==> config.mk <==
export PLATFORM = sky130hd
export DESIGN_NAME = crs_regfile
export DESIGN_NICKNAME = d
export VERILOG_FILES = /design/src/crs_pkg.sv /design/src/crs_regfile.sv
export VERILOG_INCLUDE_DIRS = /design/src
export SDC_FILE = /design/constraint.sdc
export NUM_CORES = 2
export LEC_CHECK = 0
export BUFFER_PORTS_ARGS = -buffer_cell sky130_fd_sc_hd__buf_2
export CORE_AREA = 4 4 306 308
export CTS_CLUSTER_DIAMETER = 60
export DETAILED_ROUTE_END_ITERATION = 10
export DIE_AREA = 0 0 310 312
export GPL_TIMING_DRIVEN = 0
export SLEW_MARGIN = 20
export SYNTH_ARGS = -nofsm -noshare
export SYNTH_HDL_FRONTEND = slang
export SYNTH_SLANG_ARGS = --single-unit
==> constraint.sdc <==
create_clock -name clk_sys_in -period 48 [get_ports clk_sys_in]
set_clock_uncertainty 0.1 [all_clocks]
set_input_delay 14.4 -clock clk_sys_in [delete_from_list [all_inputs] [get_ports clk_sys_in]]
set_output_delay 14.4 -clock clk_sys_in [all_outputs]
set_load 0.03 [all_outputs]
==> src/crs_defs.svh <==
// Purpose: constants of the cpu register set and reset entry
// Assumes: 20-bit address space, 16-bit register words
// Notes: apb offsets are byte addresses
`ifndef CRS_DEFS_SVH
`define CRS_DEFS_SVH
`define CRS_FLG_C 0
`define CRS_FLG_D 1
`define CRS_FLG_Z 2
`define CRS_FLG_S 3
`define CRS_FLG_B 4
`define CRS_FLG_O 5
`define CRS_FLG_I 6
`define CRS_FLG_U 7
`define CRS_FLG_IPL_LO 12
`define CRS_FLG_IPL_HI 14
`define CRS_FLG_WMASK 16'h70FF
`define CRS_FLG_RESET 16'h0000
`define CRS_OFS_MODE0 12'h004
`define CRS_MODE0_SWRST 3
`define CRS_OFS_FLAGS 12'h100
`define CRS_OFS_PC 12'h104
`define CRS_OFS_VECTOR_TABLE_BASE 12'h108
`define CRS_OFS_SB 12'h10C
`define CRS_OFS_USP 12'h110
`define CRS_OFS_ISP 12'h114
`define CRS_OFS_STATUS 12'h118
`define CRS_RST_MIN_CYC 5'd20
`define CRS_FIXVEC_BASE 20'hFFFDC
`define CRS_FIXVEC_LAST 20'hFFFFF
`define CRS_FIXVEC_RESET 4'd8
`define CRS_FIXVEC_CNT 4'd9
`define CRS_SPVEC_BASE 20'hFFE00
`define CRS_SPVEC_CNT 8'd238
`define CRS_SFR_LAST 20'h003FF
`define CRS_RAM_BASE 20'h00400
`define CRS_SWTRAP_LIMIT 6'd32
`define CRS_IDX_SB 4'd7
`define CRS_IDX_SP 4'd8
`define CRS_IDX_USP 4'd9
`define CRS_IDX_ISP 4'd10
`define CRS_IDX_FLG 4'd11
`endif

==> src/crs_pkg.sv <==
// Purpose: types of the cpu register set
// Assumes: crs_defs.svh holds all figures
// Notes: register index 0-6 is banked, 7-11 common
package crs_pkg;
	typedef logic [15:0] crs_word_t;
	typedef logic [19:0] crs_addr_t;
	typedef enum logic [1:0] {
		CRS_SZ_LOW = 2'h0,
		CRS_SZ_HIGH = 2'h1,
		CRS_SZ_WORD = 2'h2,
		CRS_SZ_LONG = 2'h3
	} crs_size_e;
	typedef enum logic [2:0] {
		CRS_ST_RESET = 3'b001,
		CRS_ST_VECTOR = 3'b010,
		CRS_ST_RUN = 3'b100
	} crs_state_e;
	typedef enum logic [1:0] {
		CRS_RGN_SFR = 2'h0,
		CRS_RGN_RAM = 2'h1,
		CRS_RGN_OTHER = 2'h2
	} crs_region_e;
	typedef struct packed {
		logic en;
		logic [3:0] idx;
		crs_size_e size;
		logic [31:0] data;
	} crs_wr_s;
	typedef struct packed {
		logic valid;
		logic carry;
		logic ovf;
		crs_word_t result;
	} crs_alu_s;
	typedef struct packed {
		logic req;
		logic nmi;
		logic [2:0] prio;
	} crs_irq_s;
	typedef struct packed {
		logic accept;
		logic step;
		logic trap;
		logic [5:0] trap_num;
	} crs_ack_s;
endpackage

==> src/crs_regfile.sv <==
// Purpose: cpu programmer-visible registers, flag word and reset entry
// Assumes: apb slave, zero wait beyond one access cycle; reset pin from outside
// Notes: all outputs registered; banked registers reached from core port only
`timescale 1ns/1ns
`include "crs_defs.svh"
module crs_regfile (
	// clock and reset
	input wire logic clk_sys_in,
	input wire logic rst_in,
	input wire logic reset_pin_n_in,
	// apb slave
	input wire logic psel_in,
	input wire logic penable_in,
	input wire logic pwrite_in,
	input wire logic [11:0] paddr_in,
	input wire logic [31:0] pwdata_in,
	output logic [31:0] prdata_out,
	output logic pready_out,
	output logic pslverr_out,
	// core register access
	input wire crs_pkg::crs_wr_s wr_in,
	input wire logic [3:0] rd_idx_in,
	input wire crs_pkg::crs_size_e rd_size_in,
	output logic [31:0] rd_data_out,
	input wire crs_pkg::crs_alu_s alu_in,
	input wire logic pc_load_in,
	input wire crs_pkg::crs_addr_t pc_next_in,
	input wire logic vector_table_base_load_in,
	input wire crs_pkg::crs_addr_t vector_table_base_next_in,
	// interrupts
	input wire crs_pkg::crs_irq_s irq_in,
	input wire crs_pkg::crs_ack_s ack_in,
	input wire logic instr_done_in,
	output logic irq_grant_out,
	output logic step_req_out,
	// vectors and map
	input wire logic [3:0] fixvec_num_in,
	input wire logic [7:0] spvec_num_in,
	output crs_pkg::crs_addr_t fixvec_addr_out,
	output crs_pkg::crs_addr_t spvec_addr_out,
	input wire crs_pkg::crs_addr_t map_addr_in,
	output crs_pkg::crs_region_e map_region_out,
	// reset entry
	output logic vec_fetch_out,
	input wire logic vec_valid_in,
	input wire crs_pkg::crs_addr_t vec_data_in,
	output logic cpu_run_out,
	// state view
	output crs_pkg::crs_word_t flags_out,
	output crs_pkg::crs_addr_t pc_out,
	output crs_pkg::crs_addr_t vector_table_base_out
);
	import crs_pkg::*;

	crs_word_t bank_q [0:1][0:6];
	crs_word_t sb_q;
	crs_word_t usp_q;
	crs_word_t isp_q;
	crs_word_t flag_q;
	crs_addr_t pc_q;
	crs_addr_t vector_table_base_q;
	crs_state_e state_q;
	logic pin_meta_q;
	logic pin_sync_q;
	logic [4:0] low_cnt_q;
	logic sw_rst_q;
	logic last_sw_q;
	logic clr;
	logic bank;
	logic apb_wr;
	logic apb_setup;
	logic pin_held;
	crs_word_t flag_d;
	logic [31:0] rd_mux;

	assign bank = flag_q[`CRS_FLG_B];
	assign clr = (state_q == CRS_ST_RESET);
	assign apb_setup = psel_in & ~penable_in;
	assign apb_wr = psel_in & penable_in & pready_out & pwrite_in;
	assign pin_held = (low_cnt_q >= `CRS_RST_MIN_CYC);

	// reset pin crosses in through two flops before anything reads it
	always_ff @(posedge clk_sys_in or posedge rst_in) begin
		if (rst_in) begin
			pin_meta_q <= 1'b1;
			pin_sync_q <= 1'b1;
		end else begin
			pin_meta_q <= reset_pin_n_in;
			pin_sync_q <= pin_meta_q;
		end
	end

	// short glitches on the pin are ignored; only a full hold resets
	always_ff @(posedge clk_sys_in or posedge rst_in) begin
		if (rst_in) begin
			low_cnt_q <= 5'h00;
		end else if (pin_sync_q) begin
			low_cnt_q <= 5'h00;
		end else if (!pin_held) begin
			low_cnt_q <= low_cnt_q + 5'h01;
		end
	end

	always_ff @(posedge clk_sys_in or posedge rst_in) begin
		if (rst_in) begin
			sw_rst_q <= 1'b0;
		end else begin
			sw_rst_q <= apb_wr && paddr_in == `CRS_OFS_MODE0 &&
				pwdata_in[`CRS_MODE0_SWRST];
		end
	end

	always_ff @(posedge clk_sys_in or posedge rst_in) begin
		if (rst_in) begin
			state_q <= CRS_ST_RESET;
			last_sw_q <= 1'b0;
		end else if (pin_held || sw_rst_q) begin
			state_q <= CRS_ST_RESET;
			last_sw_q <= sw_rst_q;
		end else begin
			unique case (state_q)
				CRS_ST_RESET: begin
					if (pin_sync_q) begin
						state_q <= CRS_ST_VECTOR;
					end
				end
				CRS_ST_VECTOR: begin
					if (vec_valid_in) begin
						state_q <= CRS_ST_RUN;
					end
				end
				CRS_ST_RUN: begin
					state_q <= CRS_ST_RUN;
				end
				default: begin
					state_q <= CRS_ST_RESET;
				end
			endcase
		end
	end

	always_ff @(posedge clk_sys_in or posedge rst_in) begin
		if (rst_in) begin
			vec_fetch_out <= 1'b0;
			cpu_run_out <= 1'b0;
		end else begin
			vec_fetch_out <= (state_q == CRS_ST_VECTOR) && !vec_valid_in;
			cpu_run_out <= (state_q == CRS_ST_RUN) ||
				((state_q == CRS_ST_VECTOR) && vec_valid_in);
		end
	end

	// banked registers; long writes pair r2:r0, r3:r1, a1:a0
	always_ff @(posedge clk_sys_in or posedge rst_in) begin
		if (rst_in) begin
			for (int b = 0; b < 2; b++) begin
				for (int r = 0; r < 7; r++) begin
					bank_q[b][r] <= 16'h0000;
				end
			end
		end else if (clr) begin
			for (int b = 0; b < 2; b++) begin
				for (int r = 0; r < 7; r++) begin
					bank_q[b][r] <= 16'h0000;
				end
			end
		end else if (wr_in.en && wr_in.idx < `CRS_IDX_SB) begin
			unique case (wr_in.size)
				CRS_SZ_LOW: begin
					if (wr_in.idx < 4'd2) begin
						bank_q[bank][wr_in.idx[2:0]][7:0] <= wr_in.data[7:0];
					end
				end
				CRS_SZ_HIGH: begin
					if (wr_in.idx < 4'd2) begin
						bank_q[bank][wr_in.idx[2:0]][15:8] <= wr_in.data[7:0];
					end
				end
				CRS_SZ_WORD: begin
					bank_q[bank][wr_in.idx[2:0]] <= wr_in.data[15:0];
				end
				CRS_SZ_LONG: begin
					if (wr_in.idx < 4'd2) begin
						bank_q[bank][wr_in.idx[2:0]] <= wr_in.data[15:0];
						bank_q[bank][wr_in.idx[2:0] + 3'd2] <= wr_in.data[31:16];
					end else if (wr_in.idx == 4'd4) begin
						bank_q[bank][4] <= wr_in.data[15:0];
						bank_q[bank][5] <= wr_in.data[31:16];
					end
				end
			endcase
		end
	end

	always_ff @(posedge clk_sys_in or posedge rst_in) begin
		if (rst_in) begin
			sb_q <= 16'h0000;
		end else if (clr) begin
			sb_q <= 16'h0000;
		end else if (wr_in.en && wr_in.idx == `CRS_IDX_SB) begin
			sb_q <= wr_in.data[15:0];
		end else if (apb_wr && paddr_in == `CRS_OFS_SB) begin
			sb_q <= pwdata_in[15:0];
		end
	end

	// the selected stack pointer follows the flag word as it stands now
	always_ff @(posedge clk_sys_in or posedge rst_in) begin
		if (rst_in) begin
			usp_q <= 16'h0000;
			isp_q <= 16'h0000;
		end else if (clr) begin
			usp_q <= 16'h0000;
			isp_q <= 16'h0000;
		end else if (wr_in.en && wr_in.idx == `CRS_IDX_SP) begin
			if (flag_q[`CRS_FLG_U]) begin
				usp_q <= wr_in.data[15:0];
			end else begin
				isp_q <= wr_in.data[15:0];
			end
		end else if (wr_in.en && wr_in.idx == `CRS_IDX_USP) begin
			usp_q <= wr_in.data[15:0];
		end else if (wr_in.en && wr_in.idx == `CRS_IDX_ISP) begin
			isp_q <= wr_in.data[15:0];
		end else if (apb_wr && paddr_in == `CRS_OFS_USP) begin
			usp_q <= pwdata_in[15:0];
		end else if (apb_wr && paddr_in == `CRS_OFS_ISP) begin
			isp_q <= pwdata_in[15:0];
		end
	end

	// later assignments win: hardware events override software writes
	always_comb begin
		flag_d = flag_q;
		if (wr_in.en && wr_in.idx == `CRS_IDX_FLG) begin
			flag_d = wr_in.data[15:0] & `CRS_FLG_WMASK;
		end else if (apb_wr && paddr_in == `CRS_OFS_FLAGS) begin
			flag_d = pwdata_in[15:0] & `CRS_FLG_WMASK;
		end
		if (alu_in.valid) begin
			flag_d[`CRS_FLG_C] = alu_in.carry;
			flag_d[`CRS_FLG_Z] = (alu_in.result == 16'h0000);
			flag_d[`CRS_FLG_S] = alu_in.result[15];
			flag_d[`CRS_FLG_O] = alu_in.ovf;
		end
		if (ack_in.accept) begin
			flag_d[`CRS_FLG_I] = 1'b0;
			flag_d[`CRS_FLG_U] = 1'b0;
			if (ack_in.step) begin
				flag_d[`CRS_FLG_D] = 1'b0;
			end
		end
		if (ack_in.trap && ack_in.trap_num < `CRS_SWTRAP_LIMIT) begin
			flag_d[`CRS_FLG_U] = 1'b0;
		end
	end

	always_ff @(posedge clk_sys_in or posedge rst_in) begin
		if (rst_in) begin
			flag_q <= `CRS_FLG_RESET;
		end else if (clr) begin
			flag_q <= `CRS_FLG_RESET;
		end else begin
			flag_q <= flag_d;
		end
	end

	always_ff @(posedge clk_sys_in or posedge rst_in) begin
		if (rst_in) begin
			pc_q <= 20'h00000;
		end else if (clr) begin
			pc_q <= 20'h00000;
		end else if (state_q == CRS_ST_VECTOR) begin
			if (vec_valid_in) begin
				pc_q <= vec_data_in;
			end
		end else if (pc_load_in) begin
			pc_q <= pc_next_in;
		end else if (apb_wr && paddr_in == `CRS_OFS_PC) begin
			pc_q <= pwdata_in[19:0];
		end
	end

	always_ff @(posedge clk_sys_in or posedge rst_in) begin
		if (rst_in) begin
			vector_table_base_q <= 20'h00000;
		end else if (clr) begin
			vector_table_base_q <= 20'h00000;
		end else if (vector_table_base_load_in) begin
			vector_table_base_q <= vector_table_base_next_in;
		end else if (apb_wr && paddr_in == `CRS_OFS_VECTOR_TABLE_BASE) begin
			vector_table_base_q <= pwdata_in[19:0];
		end
	end

	always_comb begin
		rd_mux = 32'h00000000;
		if (rd_idx_in < `CRS_IDX_SB) begin
			rd_mux = {16'h0000, bank_q[bank][rd_idx_in[2:0]]};
			if (rd_size_in == CRS_SZ_HIGH && rd_idx_in < 4'd2) begin
				rd_mux = {24'h000000, bank_q[bank][rd_idx_in[2:0]][15:8]};
			end else if (rd_size_in == CRS_SZ_LOW && rd_idx_in < 4'd2) begin
				rd_mux = {24'h000000, bank_q[bank][rd_idx_in[2:0]][7:0]};
			end else if (rd_size_in == CRS_SZ_LONG && rd_idx_in < 4'd2) begin
				rd_mux = {bank_q[bank][rd_idx_in[2:0] + 3'd2],
					bank_q[bank][rd_idx_in[2:0]]};
			end else if (rd_size_in == CRS_SZ_LONG && rd_idx_in == 4'd4) begin
				rd_mux = {bank_q[bank][5], bank_q[bank][4]};
			end
		end else if (rd_idx_in == `CRS_IDX_SB) begin
			rd_mux = {16'h0000, sb_q};
		end else if (rd_idx_in == `CRS_IDX_SP) begin
			rd_mux = {16'h0000, flag_q[`CRS_FLG_U] ? usp_q : isp_q};
		end else if (rd_idx_in == `CRS_IDX_USP) begin
			rd_mux = {16'h0000, usp_q};
		end else if (rd_idx_in == `CRS_IDX_ISP) begin
			rd_mux = {16'h0000, isp_q};
		end else if (rd_idx_in == `CRS_IDX_FLG) begin
			rd_mux = {16'h0000, flag_q};
		end
	end

	always_ff @(posedge clk_sys_in or posedge rst_in) begin
		if (rst_in) begin
			rd_data_out <= 32'h00000000;
		end else begin
			rd_data_out <= rd_mux;
		end
	end

	// the grant is computed against the flag word of this cycle
	always_ff @(posedge clk_sys_in or posedge rst_in) begin
		if (rst_in) begin
			irq_grant_out <= 1'b0;
		end else begin
			irq_grant_out <= cpu_run_out && irq_in.req && (irq_in.nmi ||
				(flag_q[`CRS_FLG_I] &&
				irq_in.prio > flag_q[`CRS_FLG_IPL_HI:`CRS_FLG_IPL_LO]));
		end
	end

	always_ff @(posedge clk_sys_in or posedge rst_in) begin
		if (rst_in) begin
			step_req_out <= 1'b0;
		end else if (instr_done_in && flag_q[`CRS_FLG_D]) begin
			step_req_out <= 1'b1;
		end else if (ack_in.accept && ack_in.step) begin
			step_req_out <= 1'b0;
		end
	end

	// out-of-range vector numbers fold onto the last entry of the area
	always_ff @(posedge clk_sys_in or posedge rst_in) begin
		if (rst_in) begin
			fixvec_addr_out <= `CRS_FIXVEC_BASE;
			spvec_addr_out <= `CRS_SPVEC_BASE;
		end else begin
			if (state_q != CRS_ST_RUN) begin
				fixvec_addr_out <= `CRS_FIXVEC_BASE + {14'h0000, `CRS_FIXVEC_RESET, 2'h0};
			end else if (fixvec_num_in < `CRS_FIXVEC_CNT) begin
				fixvec_addr_out <= `CRS_FIXVEC_BASE + {14'h0000, fixvec_num_in, 2'h0};
			end else begin
				fixvec_addr_out <= `CRS_FIXVEC_BASE + {14'h0000, `CRS_FIXVEC_RESET, 2'h0};
			end
			if (spvec_num_in < `CRS_SPVEC_CNT) begin
				spvec_addr_out <= `CRS_SPVEC_BASE + {11'h000, spvec_num_in, 1'b0};
			end else begin
				spvec_addr_out <= `CRS_SPVEC_BASE + {11'h000, `CRS_SPVEC_CNT - 8'd1, 1'b0};
			end
		end
	end

	always_ff @(posedge clk_sys_in or posedge rst_in) begin
		if (rst_in) begin
			map_region_out <= CRS_RGN_SFR;
		end else if (map_addr_in <= `CRS_SFR_LAST) begin
			map_region_out <= CRS_RGN_SFR;
		end else if (map_addr_in >= `CRS_RAM_BASE && map_addr_in < `CRS_SPVEC_BASE) begin
			map_region_out <= CRS_RGN_RAM;
		end else begin
			map_region_out <= CRS_RGN_OTHER;
		end
	end

	always_ff @(posedge clk_sys_in or posedge rst_in) begin
		if (rst_in) begin
			flags_out <= `CRS_FLG_RESET;
			pc_out <= 20'h00000;
			vector_table_base_out <= 20'h00000;
		end else begin
			flags_out <= flag_q;
			pc_out <= pc_q;
			vector_table_base_out <= vector_table_base_q;
		end
	end

	// one access cycle; read data is latched in the setup cycle
	always_ff @(posedge clk_sys_in or posedge rst_in) begin
		if (rst_in) begin
			pready_out <= 1'b0;
			pslverr_out <= 1'b0;
			prdata_out <= 32'h00000000;
		end else begin
			pready_out <= apb_setup;
			pslverr_out <= 1'b0;
			if (apb_setup) begin
				prdata_out <= 32'h00000000;
				unique case (paddr_in)
					`CRS_OFS_MODE0: prdata_out <= 32'h00000000;
					`CRS_OFS_FLAGS: prdata_out <= {16'h0000, flag_q};
					`CRS_OFS_PC: prdata_out <= {12'h000, pc_q};
					`CRS_OFS_VECTOR_TABLE_BASE: prdata_out <= {12'h000, vector_table_base_q};
					`CRS_OFS_SB: prdata_out <= {16'h0000, sb_q};
					`CRS_OFS_USP: prdata_out <= {16'h0000, usp_q};
					`CRS_OFS_ISP: prdata_out <= {16'h0000, isp_q};
					`CRS_OFS_STATUS: prdata_out <= {28'h0000000, last_sw_q, state_q};
					default: pslverr_out <= 1'b1;
				endcase
			end
		end
	end
endmodule

==> metrics <==
status finished clean; hold wc startpoint pin_meta_q; wire per inst 30.1 µm; # DRC 0; critical path peak fanout 10; Hold Crit Depth 0; CTS tree yes; Via density 6.04; XOR/XNOR Fraction of Synth Area 0.00129; top cell type's share of synthesized area 0.418; hold path endpoint pin_sync_q; DRC violation total after the first TritonRoute iteration 3637; Row Count 111; register area share after synthesis 0.425; design area 32700 µm²; most used flip-flop cell after synthesis dfrtp_1; Peak VDD IR 0.0302 mV; WL final 133000 µm; Final Hold Viols 0; NetSw 0.574 mW; area leader, netlist dfrtp_1; arrival time worst endpoint 17.64 ns; CP startpoint kind input port; core area 91100 µm²; post-synthesis compound-gate area fraction 0.233; clk_lat worst skew 0.67 ns; final net count 3388; power per cell area 43.9 nW/µm²; top cells by area, synth dfrtp_1 (42%), mux2i_1 (9.9%), mux4_2 (4.2%); worst r2r path cells 8; Port Buffers 325; Hold Buf Count CTS 0; number of enable flip-flop cells after synthesis 0; post-synthesis mux area share 0.176; GRT overflow 0; simple-gate share of the synthesized area 0.107; synth warn 0; Final ANT Viol Nets 0; CP endpoint kind flop; I/O Pins 392; CTS resizes 0; CTS Buffer Depth 3; final period utilization 0.358; unrepaired setup endpoints after global routing no; post-synthesis adder-cell area fraction 0.00277; WP data required 48.48 ns; vias 26600; # setup viols final 0; Critical Path, Cell by Cell buf_2, buf_2, clkbuf_1, clkbuf_1, nand2_1, nor2_1, o2bb2ai_1, nand3_1, nand3_1; Syn Inst Count 2732; area delta synth->final 20.7%; max-cap check violation count 0; Rel. slew slack 0.168; Crit-path slowest cell clkbuf_1; pin count of the biggest net entering global routing 98; cell family with most CP delay buffers and inverters; Synth Register Bits 459; initial antenna violation count 11; vias in the first global route 25200; Distinct cells, synth 85; Sw Share 0.400; logic gate share of total power 0.307; largest family of logic cells by synthesized area compound AO/OA/AOI/OAI gates; Int Pwr 0.861 mW; H-tree depth 2; leakage 14.0 nW; CP max stage delay 0.85 ns; Reg clk slew, reported paths 0.06 ns; ys async rst share 1.00; number of post-CTS setup repair buffers 0; Reg-to-Reg End rd_data_out[14]; Seq pwr share 0.351; RR Startpoint flag_q[4]; Hold WC Path Type reg -> reg; Die ar. 96700 µm²; first-pass GRT wire length 185000 µm; Die X 310 µm; CTS sink count 459; CTS Root Cell clkbuf_16; Num CTS Buffers 61; DP HPWL 102000 µm; gr usage total 0.262; most common cell after layout, fill and taps aside dfrtp_1; first-pass iteration count of the detailed router 7; Clock power frac 0.342; syn avg cell area 9.91 µm²; crit path buf inv count 4; synthesized cell area 27100 µm²; commonest non-fill, non-tap cells in the layout dfrtp_1 (452), buf_2 (372), mux2i_1 (267); Tmin final 17.16 ns; routability cong. 1.02; placed cell areas 30500 µm²; crit path kind in -> reg; share of layout cells above drive strength 1 0.227; DIE HEIGHT 312 µm; Starting Density 0.297; final slew viol count 0; setup TNS 0 ns; flop2flop setup slack 43.93 ns; Worst Tran Pin Value 1.25 ns; fmax 58.3 MHz
==> flip-flops by register name (all words and copies together), names as in the netlist, 2 cells and up <==
name and count:
isp_q 16, flag_q 11, flags_out 11, vector_table_base_q 20, sb_q 16, pc_out 20, low_cnt_q 5, pc_q 20
bank_q 224, spvec_addr_out 8, rd_data_out 32, state_q 3, map_region_out 2, vector_table_base_out 20, prdata_out 20, usp_q 16
fixvec_addr_out 5
==> power by group through the flow <==
stage	Sequential, mW	Clock (mW)	Combinational [mW]
floorplan	0.519	0	0.221
global placement	0.507	0	0.424
detailed placement	0.508	0	0.427
CTS	0.501	0.496	0.429
global route	0.508	0.513	0.460
finish	0.503	0.491	0.441
==> worst max-delay path by stage <==
stage | from | to | slack (ns) | cells past startpoint
3_3_place_gp | rst_in | spvec_addr_out[1] | 14.41 | 2
2_1_floorplan | rst_in | bank_q[0] | 20.71 | 1
4_1_cts | rd_idx_in[0] | rd_data_out[5] | 30.99 | 9
5_1_grt | rd_idx_in[0] | rd_data_out[5] | 30.82 | 9
3_5_place_dp | rd_idx_in[0] | rd_data_out[5] | 30.28 | 9
6_report | rd_idx_in[0] | rd_data_out[5] | 30.84 | 9
==> cell usage after synthesis (11+ instances only) <==
master and n:
nand2b_1 24, a22o_1 57, a221oi_1 14, a31oi_1 11, nand4_1 20, o21ai_0 177, inv_1 29, or3_1 13
o31ai_1 20, nor2_1 151, a21oi_1 207, o21a_1 15, dfrtp_1 452, a32o_1 30, nor2b_1 12, o2bb2ai_1 41
o22ai_1 113, nand3_1 70, buf_4 48, nor3_1 23, nand2_1 202, mux2i_1 267, a22oi_1 68, clkbuf_1 175
mux4_2 51, a222oi_1 16, buf_2 46, mux2_2 84, a211oi_1 54, buf_1 24, a221o_1 17
==> area by class of cell <==
| class | instances | area [µm²] |
|---|---|---|
| clock inverters | 37 | 480 |
| fillers | 9341 | 58400 |
| clock buffers | 77 | 1660 |
| repair buffers | 333 | 1800 |
| well taps | 1186 | 1480 |
| diodes | 5 | 12.5 |
| multi-input cells | 1975 | 14200 |
| flip-flops and latches | 459 | 11500 |
| plain buffers | 296 | 1370 |
| inverters | 32 | 128 |
==> through the flow <==
| stage | instances | worst slack [ns] | hold slack (ns) | utilization | power, mW |
|---|---|---|---|---|---|
| 2_1_floorplan | 2762 | 20.71 | 0.245 | - | 0.741 |
| 3_3_place_gp | 4273 | 14.41 | 0.259 | 0.333 | 0.930 |
| 3_5_place_dp | 4281 | 30.28 | 0.260 | 0.335 | 0.935 |
| 4_1_cts | 4395 | 30.99 | 0.265 | 0.358 | 1.43 |
| 5_1_grt | 4397 | 30.82 | 0.263 | 0.359 | 1.48 |
| 6_report | 4400 | 30.84 | 0.260 | 0.359 | 1.44 |
==> cells by family after synthesis <==
kind of cell    count (synthesis)
mux                           402
xor+xnor                        4
flops                         459
simple gates                  597
compound gates                934
other cells                     2
fa+ha+maj                       6
buf+inv                       328
==> per-layer routing <==
metal	wire length, µm	GRT usage	vias to the layer above
met5	54	0	-
met4	6860	0.117	8
met3	15900	0.0777	374
met2	58900	0.411	1875
met1	50800	0.334	13100
li1	-	-	11200
==> worst register-to-register path, stage by stage (launching register included) <==
cell,delay (ns)
dfrtp_1,0.61
buf_4,0.32
buf_2,0.38
buf_2,0.43
clkbuf_1,0.89
mux2i_1,0.39
o22ai_1,0.12
a2111oi_0,0.43
o21ai_0,0.23
Power figures use the tool's default switching activity.
